**src/common/stop_brake_pkg.sv**
```systemverilog
// constants, types and register map of the stop and brake select block
package stop_brake_pkg;

  // ----------------------------------------
  // clock and seconds tick
  // ----------------------------------------
  localparam int unsigned CLK_HZ          = 40_000_000;
  localparam int unsigned TICK_PERIOD_S   = 1;
  localparam int unsigned TICK_CYCLES_DEF = CLK_HZ * TICK_PERIOD_S;

  // ----------------------------------------
  // bus and field widths
  // ----------------------------------------
  localparam int ADDR_W   = 8;
  localparam int DATA_W   = 32;
  localparam int COAST_W  = 14;
  localparam int DELAY_W  = 7;
  localparam int DUTY_W   = 7;
  localparam int POL_W    = 3;
  localparam int REGEN_W  = 2;
  localparam int RATING_W = 2;

  // ----------------------------------------
  // register offsets (byte addresses)
  // ----------------------------------------
  localparam logic [ADDR_W-1:0] OFS_COAST  = 8'h00;
  localparam logic [ADDR_W-1:0] OFS_REGEN  = 8'h04;
  localparam logic [ADDR_W-1:0] OFS_DUTY   = 8'h08;
  localparam logic [ADDR_W-1:0] OFS_POL    = 8'h0C;
  localparam logic [ADDR_W-1:0] OFS_RATING = 8'h10;
  localparam logic [ADDR_W-1:0] OFS_STATUS = 8'h14;

  // ----------------------------------------
  // coast delay setting codes
  // ----------------------------------------
  localparam logic [COAST_W-1:0] COAST_DECEL_A  = 14'h270F;
  localparam logic [COAST_W-1:0] COAST_DECEL_B  = 14'h22B8;
  localparam logic [COAST_W-1:0] COAST_DIR_MAX  = 14'h0064;
  localparam logic [COAST_W-1:0] COAST_EXT_BASE = 14'h03E8;
  localparam logic [COAST_W-1:0] COAST_EXT_MAX  = 14'h044C;
  localparam logic [COAST_W-1:0] COAST_RST      = COAST_DECEL_A;

  // ----------------------------------------
  // brake and polarity codes
  // ----------------------------------------
  localparam logic [REGEN_W-1:0]  REGEN_NONE  = 2'h0;
  localparam logic [REGEN_W-1:0]  REGEN_MAX   = 2'h2;
  localparam logic [REGEN_W-1:0]  REGEN_RST   = 2'h0;
  localparam logic [DUTY_W-1:0]   DUTY_MAX    = 7'h64;
  localparam logic [DUTY_W-1:0]   DUTY_RST    = 7'h00;
  localparam logic [DUTY_W-1:0]   DUTY_CLASS0 = 7'h00;
  localparam logic [DUTY_W-1:0]   DUTY_CLASS1 = 7'h03;
  localparam logic [DUTY_W-1:0]   DUTY_CLASS2 = 7'h02;
  localparam logic [RATING_W-1:0] RATING_MAX  = 2'h2;
  localparam logic [RATING_W-1:0] RATING_RST  = 2'h0;
  localparam logic [POL_W-1:0]    POL_MAX     = 3'h5;
  localparam logic [POL_W-1:0]    POL_RST     = 3'h0;
  localparam logic [POL_W-1:0]    POL_STOP_NC = 3'h2;
  localparam logic [POL_W-1:0]    POL_SPLIT   = 3'h4;

  // ----------------------------------------
  // status register layout
  // ----------------------------------------
  localparam int ST_STATE_LSB = 0;
  localparam int ST_CNT_LSB   = 4;
  localparam int ST_RUN_BIT   = 12;
  localparam int ST_X10_BIT   = 13;
  localparam int ST_STOP_BIT  = 14;

  // ----------------------------------------
  // types
  // ----------------------------------------
  typedef enum logic [2:0] {
    ST_IDLE       = 3'b000,
    ST_RUN        = 3'b001,
    ST_COAST_WAIT = 3'b011,
    ST_COASTING   = 3'b010,
    ST_DECEL      = 3'b101
  } stop_state_e;

  typedef struct packed {
    logic running;
    logic output_on;
    logic follow_cmd;
    logic decel_stop;
    logic zero_hold;
    logic from_start;
  } drive_s;

endpackage

```
**src/core/second_tick.sv**
```systemverilog
// divider that makes a one-cycle pulse once per second
`timescale 1ns/1ps
`default_nettype none
module second_tick #(
  parameter int unsigned CYCLES = 40_000_000
) (
  // clock and reset
  input  wire logic CLOCK,
  input  wire logic RST,
  // restart of the phase
  input  wire logic restart,
  // one-cycle tick
  output var  logic tick
);

  localparam int CW = (CYCLES > 1) ? $clog2(CYCLES) : 1;
  localparam logic [CW-1:0] LAST = CW'(CYCLES - 1);

  logic [CW-1:0] count;

  // count cycles, wrap and pulse at the end of each period
  always_ff @(posedge CLOCK) begin
    if (RST || restart) begin
      count <= '0;
      tick  <= 1'b0;
    end else if (count == LAST) begin
      count <= '0;
      tick  <= 1'b1;
    end else begin
      count <= count + 1'b1;
      tick  <= 1'b0;
    end
  end

endmodule
`default_nettype wire

```
**src/core/stop_brake_select.sv**
```systemverilog
// stop sequencing and brake configuration with an apb register file
//
// Functional notes
// - start removed with coasting selected: keep output for the delay, then shut off
// - setting 1000 to 1100 gives a delay of setting minus 1000 seconds
// - after the delay the motor is left to coast, no controlled deceleration
// - running status drops the moment the output is shut off
// - coasting ignored during position control, power-fail, panel or comm-error stop
// - during the coast delay the output keeps following the frequency command
// - restart while coasting resumes from the starting frequency
// - pre-excitation input gives zero-speed hold instead of coasting
// - regenerative select codes 0 none, 1 heavy resistor, 2 external unit
// - select 0 ignores duty setting and uses fixed duty by rating class
// - brake duty limit accepts 0 to 100 percent, resets to 0
// - run-enable input normally open for 0,2,4 and closed for 1,3,5
// - output-stop normally open 0,1, closed 2,3, split terminal/comm for 4,5; for 2,3 the code takes the terminal only and ignores comm
// - converter drives run-enable; its state shuts the output off
// - setting 9999 or 8888 decelerates to a stop when start is removed
// - setting 0 to 100 shuts off that many seconds after start removal
//
// Decided for this implementation: the APB register port and the address map.
`timescale 1ns/1ps
`default_nettype none
module stop_brake_select
  import stop_brake_pkg::*;
#(
  parameter int unsigned TICK_CYCLES = stop_brake_pkg::TICK_CYCLES_DEF
) (
  // clock and reset
  input  wire logic                                CLOCK,
  input  wire logic                                RST,
  // apb slave
  input  wire logic                                PSEL,
  input  wire logic                                PENABLE,
  input  wire logic                                PWRITE,
  input  wire logic [stop_brake_pkg::ADDR_W-1:0]   PADDR,
  input  wire logic [stop_brake_pkg::DATA_W-1:0]   PWDATA,
  output var  logic [stop_brake_pkg::DATA_W-1:0]   PRDATA,
  output var  logic                                PREADY,
  output var  logic                                PSLVERR,
  // operator and motion inputs
  input  wire logic                                START_CMD,
  input  wire logic                                MOTOR_STOPPED,
  input  wire logic                                PREEXCITE,
  // stop functions that disable coasting
  input  wire logic                                POSITION_CTRL,
  input  wire logic                                POWER_FAIL_STOP,
  input  wire logic                                PANEL_STOP,
  input  wire logic                                COMM_ERROR_STOP,
  // contact inputs, raw level
  input  wire logic                                RUN_ENABLE_IN,
  input  wire logic                                OUTPUT_STOP_TERM,
  input  wire logic                                OUTPUT_STOP_COMM,
  // drive and brake outputs
  output var  stop_brake_pkg::drive_s              DRIVE,
  output var  logic [stop_brake_pkg::DUTY_W-1:0]   BRAKE_DUTY
);

  // ----------------------------------------
  // declarations
  // ----------------------------------------
  logic [COAST_W-1:0]  coast_delay_setting;
  logic [REGEN_W-1:0]  regen_function_select;
  logic [DUTY_W-1:0]   brake_duty_limit;
  logic [POL_W-1:0]    input_polarity_select;
  logic [RATING_W-1:0] rating_class;
  stop_state_e         state;
  stop_state_e         next_state;
  drive_s              next_drive;
  logic [DELAY_W-1:0]  sec_cnt;
  logic [DELAY_W-1:0]  delay_s;
  logic                coast_valid;
  logic                coast_inhibit;
  logic                x10_shut;
  logic                stop_shut;
  logic                interlock;
  logic                expired;
  logic                tick;
  logic                setup;
  logic                wr_en;
  logic                bad_addr;
  logic                bad_value;
  logic [DATA_W-1:0]   rd_mux;

  // ----------------------------------------
  // apb slave
  // ----------------------------------------
  assign setup = PSEL && !PENABLE;
  assign wr_en = PSEL && PENABLE && PREADY && PWRITE && !PSLVERR;

  // read mux and address decode
  always_comb begin
    rd_mux   = '0;
    bad_addr = 1'b0;
    case (PADDR)
      OFS_COAST:  rd_mux[COAST_W-1:0]  = coast_delay_setting;
      OFS_REGEN:  rd_mux[REGEN_W-1:0]  = regen_function_select;
      OFS_DUTY:   rd_mux[DUTY_W-1:0]   = brake_duty_limit;
      OFS_POL:    rd_mux[POL_W-1:0]    = input_polarity_select;
      OFS_RATING: rd_mux[RATING_W-1:0] = rating_class;
      OFS_STATUS: begin
        rd_mux[ST_STATE_LSB +: 3]     = state;
        rd_mux[ST_CNT_LSB +: DELAY_W] = sec_cnt;
        rd_mux[ST_RUN_BIT]            = DRIVE.running;
        rd_mux[ST_X10_BIT]            = x10_shut;
        rd_mux[ST_STOP_BIT]           = stop_shut;
      end
      default:    bad_addr = 1'b1;
    endcase
  end

  // out-of-range values are refused with an error, old value kept
  always_comb begin
    bad_value = 1'b0;
    case (PADDR)
      OFS_COAST: bad_value = (PWDATA > DATA_W'(COAST_DIR_MAX))
                          && !(PWDATA >= DATA_W'(COAST_EXT_BASE)
                               && PWDATA <= DATA_W'(COAST_EXT_MAX))
                          && PWDATA != DATA_W'(COAST_DECEL_A)
                          && PWDATA != DATA_W'(COAST_DECEL_B);
      OFS_REGEN:  bad_value = PWDATA > DATA_W'(REGEN_MAX);
      OFS_DUTY:   bad_value = PWDATA > DATA_W'(DUTY_MAX);
      OFS_POL:    bad_value = PWDATA > DATA_W'(POL_MAX);
      OFS_RATING: bad_value = PWDATA > DATA_W'(RATING_MAX);
      OFS_STATUS: bad_value = 1'b1;
      default:    bad_value = 1'b0;
    endcase
  end

  // answer in the first access cycle, data latched at setup
  always_ff @(posedge CLOCK) begin
    if (RST) begin
      PREADY  <= 1'b0;
      PSLVERR <= 1'b0;
      PRDATA  <= '0;
    end else begin
      PREADY  <= setup;
      PSLVERR <= setup && (bad_addr || (PWRITE && bad_value));
      PRDATA  <= (setup && !PWRITE) ? rd_mux : '0;
    end
  end

  // ----------------------------------------
  // setting registers
  // ----------------------------------------
  always_ff @(posedge CLOCK) begin
    if (RST) begin
      coast_delay_setting   <= COAST_RST;
      regen_function_select <= REGEN_RST;
      brake_duty_limit      <= DUTY_RST;
      input_polarity_select <= POL_RST;
      rating_class          <= RATING_RST;
    end else if (wr_en) begin
      case (PADDR)
        OFS_COAST:  coast_delay_setting   <= PWDATA[COAST_W-1:0];
        OFS_REGEN:  regen_function_select <= PWDATA[REGEN_W-1:0];
        OFS_DUTY:   brake_duty_limit      <= PWDATA[DUTY_W-1:0];
        OFS_POL:    input_polarity_select <= PWDATA[POL_W-1:0];
        OFS_RATING: rating_class          <= PWDATA[RATING_W-1:0];
        default:    ;
      endcase
    end
  end

  // ----------------------------------------
  // contact polarity and interlock
  // ----------------------------------------
  // odd settings take run-enable as normally closed
  assign x10_shut = input_polarity_select[0] ? !RUN_ENABLE_IN : RUN_ENABLE_IN;
  // output stop: open, closed on terminal with comm ignored, or closed on terminal and open on comm
  always_comb begin
    if (input_polarity_select >= POL_SPLIT) begin
      stop_shut = !OUTPUT_STOP_TERM || OUTPUT_STOP_COMM;
    end else if (input_polarity_select >= POL_STOP_NC) begin
      stop_shut = !OUTPUT_STOP_TERM;
    end else begin
      stop_shut = OUTPUT_STOP_TERM || OUTPUT_STOP_COMM;
    end
  end
  assign interlock = x10_shut || stop_shut;

  // ----------------------------------------
  // coast delay decode
  // ----------------------------------------
  always_comb begin
    coast_valid = 1'b1;
    delay_s     = '0;
    if (coast_delay_setting <= COAST_DIR_MAX) begin
      delay_s = coast_delay_setting[DELAY_W-1:0];
    end else if (coast_delay_setting >= COAST_EXT_BASE
                 && coast_delay_setting <= COAST_EXT_MAX) begin
      delay_s = DELAY_W'(coast_delay_setting - COAST_EXT_BASE);
    end else begin
      coast_valid = 1'b0;
    end
  end
  assign coast_inhibit = POSITION_CTRL || POWER_FAIL_STOP
                      || PANEL_STOP || COMM_ERROR_STOP;
  assign expired = sec_cnt >= delay_s;

  // ----------------------------------------
  // seconds timing
  // ----------------------------------------
  second_tick #(
    .CYCLES (TICK_CYCLES)
  ) u_tick (
    .CLOCK   (CLOCK),
    .RST     (RST),
    .restart (state != ST_COAST_WAIT),
    .tick    (tick)
  );

  // seconds counter, held clear outside the delay
  always_ff @(posedge CLOCK) begin
    if (RST || START_CMD || state != ST_COAST_WAIT) begin
      sec_cnt <= '0;
    end else if (tick && !expired) begin
      sec_cnt <= sec_cnt + 1'b1;
    end
  end

  // ----------------------------------------
  // stop sequencer
  // ----------------------------------------
  always_comb begin
    next_state = state;
    case (state)
      ST_IDLE: begin
        if (START_CMD) next_state = ST_RUN;
      end
      ST_RUN: begin
        if (!START_CMD) begin
          if (coast_valid && !coast_inhibit) begin
            next_state = ST_COAST_WAIT;
          end else begin
            next_state = ST_DECEL;
          end
        end
      end
      ST_COAST_WAIT: begin
        if (START_CMD) begin
          next_state = ST_RUN;
        end else if (expired) begin
          next_state = ST_COASTING;
        end
      end
      ST_COASTING: begin
        if (START_CMD) begin
          next_state = ST_RUN;
        end else if (MOTOR_STOPPED && !PREEXCITE) begin
          next_state = ST_IDLE;
        end
      end
      ST_DECEL: begin
        if (START_CMD) begin
          next_state = ST_RUN;
        end else if (MOTOR_STOPPED) begin
          next_state = ST_IDLE;
        end
      end
      default: next_state = ST_IDLE;
    endcase
  end

  // state register
  always_ff @(posedge CLOCK) begin
    if (RST) begin
      state <= ST_IDLE;
    end else begin
      state <= next_state;
    end
  end

  // ----------------------------------------
  // drive outputs
  // ----------------------------------------
  always_comb begin
    next_drive            = '0;
    next_drive.follow_cmd = !interlock
                         && (state == ST_RUN || state == ST_COAST_WAIT);
    next_drive.decel_stop = !interlock && state == ST_DECEL;
    next_drive.zero_hold  = !interlock && state == ST_COASTING && PREEXCITE;
    next_drive.output_on  = next_drive.follow_cmd || next_drive.decel_stop
                         || next_drive.zero_hold;
    next_drive.running    = next_drive.follow_cmd || next_drive.decel_stop;
    next_drive.from_start = state == ST_COASTING && next_state == ST_RUN;
  end

  // registered drive word and brake duty
  always_ff @(posedge CLOCK) begin
    if (RST) begin
      DRIVE      <= '0;
      BRAKE_DUTY <= DUTY_CLASS0;
    end else begin
      DRIVE <= next_drive;
      if (regen_function_select == REGEN_NONE) begin
        case (rating_class)
          2'h1:    BRAKE_DUTY <= DUTY_CLASS1;
          2'h2:    BRAKE_DUTY <= DUTY_CLASS2;
          default: BRAKE_DUTY <= DUTY_CLASS0;
        endcase
      end else begin
        BRAKE_DUTY <= brake_duty_limit;
      end
    end
  end
endmodule
`default_nettype wire

```
**config.mk**
```make
export PLATFORM = sky130hd
export DESIGN_NAME = stop_brake_select
export DESIGN_NICKNAME = d
export VERILOG_FILES = /design/src/common/stop_brake_pkg.sv /design/src/core/second_tick.sv /design/src/core/stop_brake_select.sv
export SDC_FILE = /design/constraint.sdc
export NUM_CORES = 1
export LEC_CHECK = 0
export ABC_AREA = 1
export BUFFER_PORTS_ARGS = -buffer_cell sky130_fd_sc_hd__buf_2
export CORE_UTILIZATION = 50
export CTS_BUF_LIST = sky130_fd_sc_hd__clkbuf_4
export DETAILED_ROUTE_END_ITERATION = 12
export GPL_ROUTABILITY_DRIVEN = 0
export PLACE_DENSITY = 0.84
export SLEW_MARGIN = 10
export SYNTH_ARGS = -nofsm -noshare
export SYNTH_HDL_FRONTEND = slang
export SYNTH_HIERARCHICAL = 1
export SYNTH_SLANG_ARGS = --single-unit
```
**constraint.sdc**
```tcl
create_clock -name CLOCK -period 3.3 [get_ports CLOCK]
set_clock_uncertainty 0.05 [all_clocks]
set_input_delay 0.66 -clock CLOCK [delete_from_list [all_inputs] [get_ports CLOCK]]
set_output_delay 0.66 -clock CLOCK [all_outputs]
set_load 0.02 [all_outputs]
```
==> run metrics <==
first-pass GRT wire length=20.58 mm; R2R Setup Slk=around 0.54 ns; vias in the first global route=between 4000 and 5000; final setup fails=0; area grow syn2layout=10.80%; RSZ-0062 raised after global routing=no; kind of critical path=reg2reg; final core utilization=0.5694; Port Buffers=84; Reg2Reg Depth=18; post-synthesis cell type count=45; Hold Buf Count CTS=0; Clock Path Buffers=2; Fmax=362.4 MHz; Placeable Area=between 10000 and 15000 sq um; worst-case hold path end point=coast_delay_setting[12]; r2r endpoint=sec_cnt[2]; headroom to the max-slew limit=0.6305; commonest non-fill, non-tap cell in the layout=nand2_1; antenna-violating nets left=0; DIE AREA=10980 sq um; Final Cell Area=5852 sq um; Final Hold Viols=0; Slew Limit Fails=0; gr ovfl total=0; crit start category=flop; commonest cells after routing, fill and taps aside=nand2_1, nor2_1, inv_1, dfxtp_1, buf_2; Cell Rows=37; Yosys warning total=6; final wirelength=~12 mm; layout cell share with drive strength beyond 1=0.1602; Post-Syn Instances=785; WL per Instance=12.24 um; worst hold stages=3; Peak VDD IR=201.8 uV; status=finished clean; 1st-pass router iterations=7; worst flop-to-flop path startpoint=coast_delay_setting[5]; clock sink total=95; Die Y=around 100 um; Final min period=2.759 ns; endpoint class of the critical path=flop; Worst Hold Launch=PWDATA[12]; Root Driver=clkbuf_4; Vias=5094; worst hold path type=in2reg; initial core utilization=0.5139; total track usage=0.2313; Syn Area/Cell=approximately 6.7 sq um; clk slew on worst S/H paths=0.14 ns; Final HPWL DP=9.775 mm; Die W=104.8 um; largest net degree at the start of global routing=32; final worst-path cycle share=0.8362; Post-synth top flop=dfxtp_1; register area share after synthesis=0.3601; Worst Path Max Fanout=8; pwr dens=312.6 nW/um^2; H-tree levels=3; EDFF count, synth=0; Seq cells post-synth=95; Clk Latency, worst-skew pair=0.46 ns; drt drc=0; fin nets=between 900 and 1000; Fin Setup TNS=0 ns; worst-margin pin slew=0.5492 ns; Syn Std Cell Area=roughly 5300 sq um; post-synthesis async set-or-reset flop share=0; I/O pins=102; leakage power=2.431 nW; initial antenna violation count=1; max-cap check violation count=0; CP required=3.61 ns; Worst Path Arrival=between 3 and 4 ns; Vias per Instance=roughly 5.0; Cell Area, Placed=5742 sq um; # resized after CTS=0; cts bufs inserted=9; CTS tree=yes; initial DRC count=241; Post-CTS Setup Inserts=0
[how the worst max path moves through the flow]
stage                                       from         end  slack (ns)  depth (start not counted)
after floorplan           coast_delay_setting[5]  sec_cnt[2]        0.89                         18
final                     coast_delay_setting[5]  sec_cnt[2]        0.54                         18
after global placement    coast_delay_setting[5]  sec_cnt[2]        0.71                         18
after detailed placement  coast_delay_setting[5]  sec_cnt[2]        0.59                         18
after CTS                 coast_delay_setting[5]  sec_cnt[2]        0.56                         18
after global routing      coast_delay_setting[5]  sec_cnt[2]        0.19                         18
[state kept, by name, indices dropped and copies added, names as in the netlist]
| name | flops |
|---|---|
| BRAKE_DUTY | 7 |
| DRIVE | 6 |
| PRDATA | 15 |
| PREADY | 1 |
| PSLVERR | 1 |
| brake_duty_limit | 7 |
| coast_delay_setting | 14 |
| input_polarity_select | 3 |
| rating_class | 2 |
| regen_function_select | 2 |
| sec_cnt | 7 |
| state | 3 |
| u_tick/count | 26 |
| u_tick/tick | 1 |
[cell families after synthesis]
group	count (synthesis)	share of synthesized area
and+or+nand+nor	404	0.3376
buffers and inverters	138	0.1163
xor gates and xnor gates	18	0.02985
AOI/OAI and AO/OA	118	0.1294
other	1	0.0007101
DFF	95	0.3601
adders and majority gates	11	0.02606
[cell type report]
| class | count | area, sq um |
|---|---|---|
| antenna | 1 | 2.502 |
| clock buffer | 9 | 67.56 |
| clock inverter | 7 | 40.04 |
| fill | 1041 | 4425 |
| inverter | 109 | 409.1 |
| multi-input combinational | 568 | 2825 |
| sequential | 95 | 1902 |
| tap | 136 | 170.2 |
| timing repair buffer | 86 | 435.4 |
[through the flow]
step / power (W) / hold slack (ns) / cells / worst slack (ns)
detailed placement: 0.001316 / 0.3872 / 994 / 0.5947
CTS: 0.001848 / 0.3902 / 1010 / 0.5623
finish: 0.001830 / 0.4053 / 1011 / 0.5406
floorplan: 0.001270 / 0.3673 / 801 / 0.8893
global placement: 0.001315 / 0.3796 / 994 / 0.7101
global route: 0.001898 / 0.4094 / 1011 / 0.1902
[power breakdown]
part | internal, W | switching [W]
clock network | 0.000147 | 0.000390
logic | 0.0000439 | 0.0000954
registers | 0.00115 | 0.00000282
total | 0.00134 | 0.000488
[cells in the mapped netlist, drive strengths merged (8+ instances only)]
cell type / n / area share
nand2: 170 / 0.12
nor2: 153 / 0.12
inv: 108 / 0.077
dfxtp: 95 / 0.36
a21oi: 56 / 0.056
nand3: 43 / 0.045
o21ai: 40 / 0.040
buf: 24 / 0.035
nand4: 14 / 0.017
nor3: 13 / 0.017
ha: 11 / 0.026
xnor2: 9 / 0.015
xor2: 9 / 0.015
o211ai: 8 / 0.011
[critical path, stage by stage (launching register included)]
cell and delay, ns:
dfxtp_1 0.45, o21ai_1 0.13, nor2_2 0.15, nor2_1 0.07
nand3_2 0.10, inv_1 0.07, or2_1 0.20, a21oi_1 0.13
nand2_1 0.07, ha_1 0.30, nand2_1 0.10, inv_1 0.04
nand4_1 0.08, o211a_1 0.17, nand3_2 0.14, inv_1 0.21
nand3_1 0.09, nand2_1 0.08, nor2_1 0.04
[per-layer routing]
metal,vias up,part of all wire,global-route usage
li1,2655,-,-
met1,2256,0.45,0.2947
met4,0,0.019,0.08249
met3,25,0.063,0.03930
met5,-,0,0
met2,158,0.47,0.3926
(Power assumes the default switching activity.)
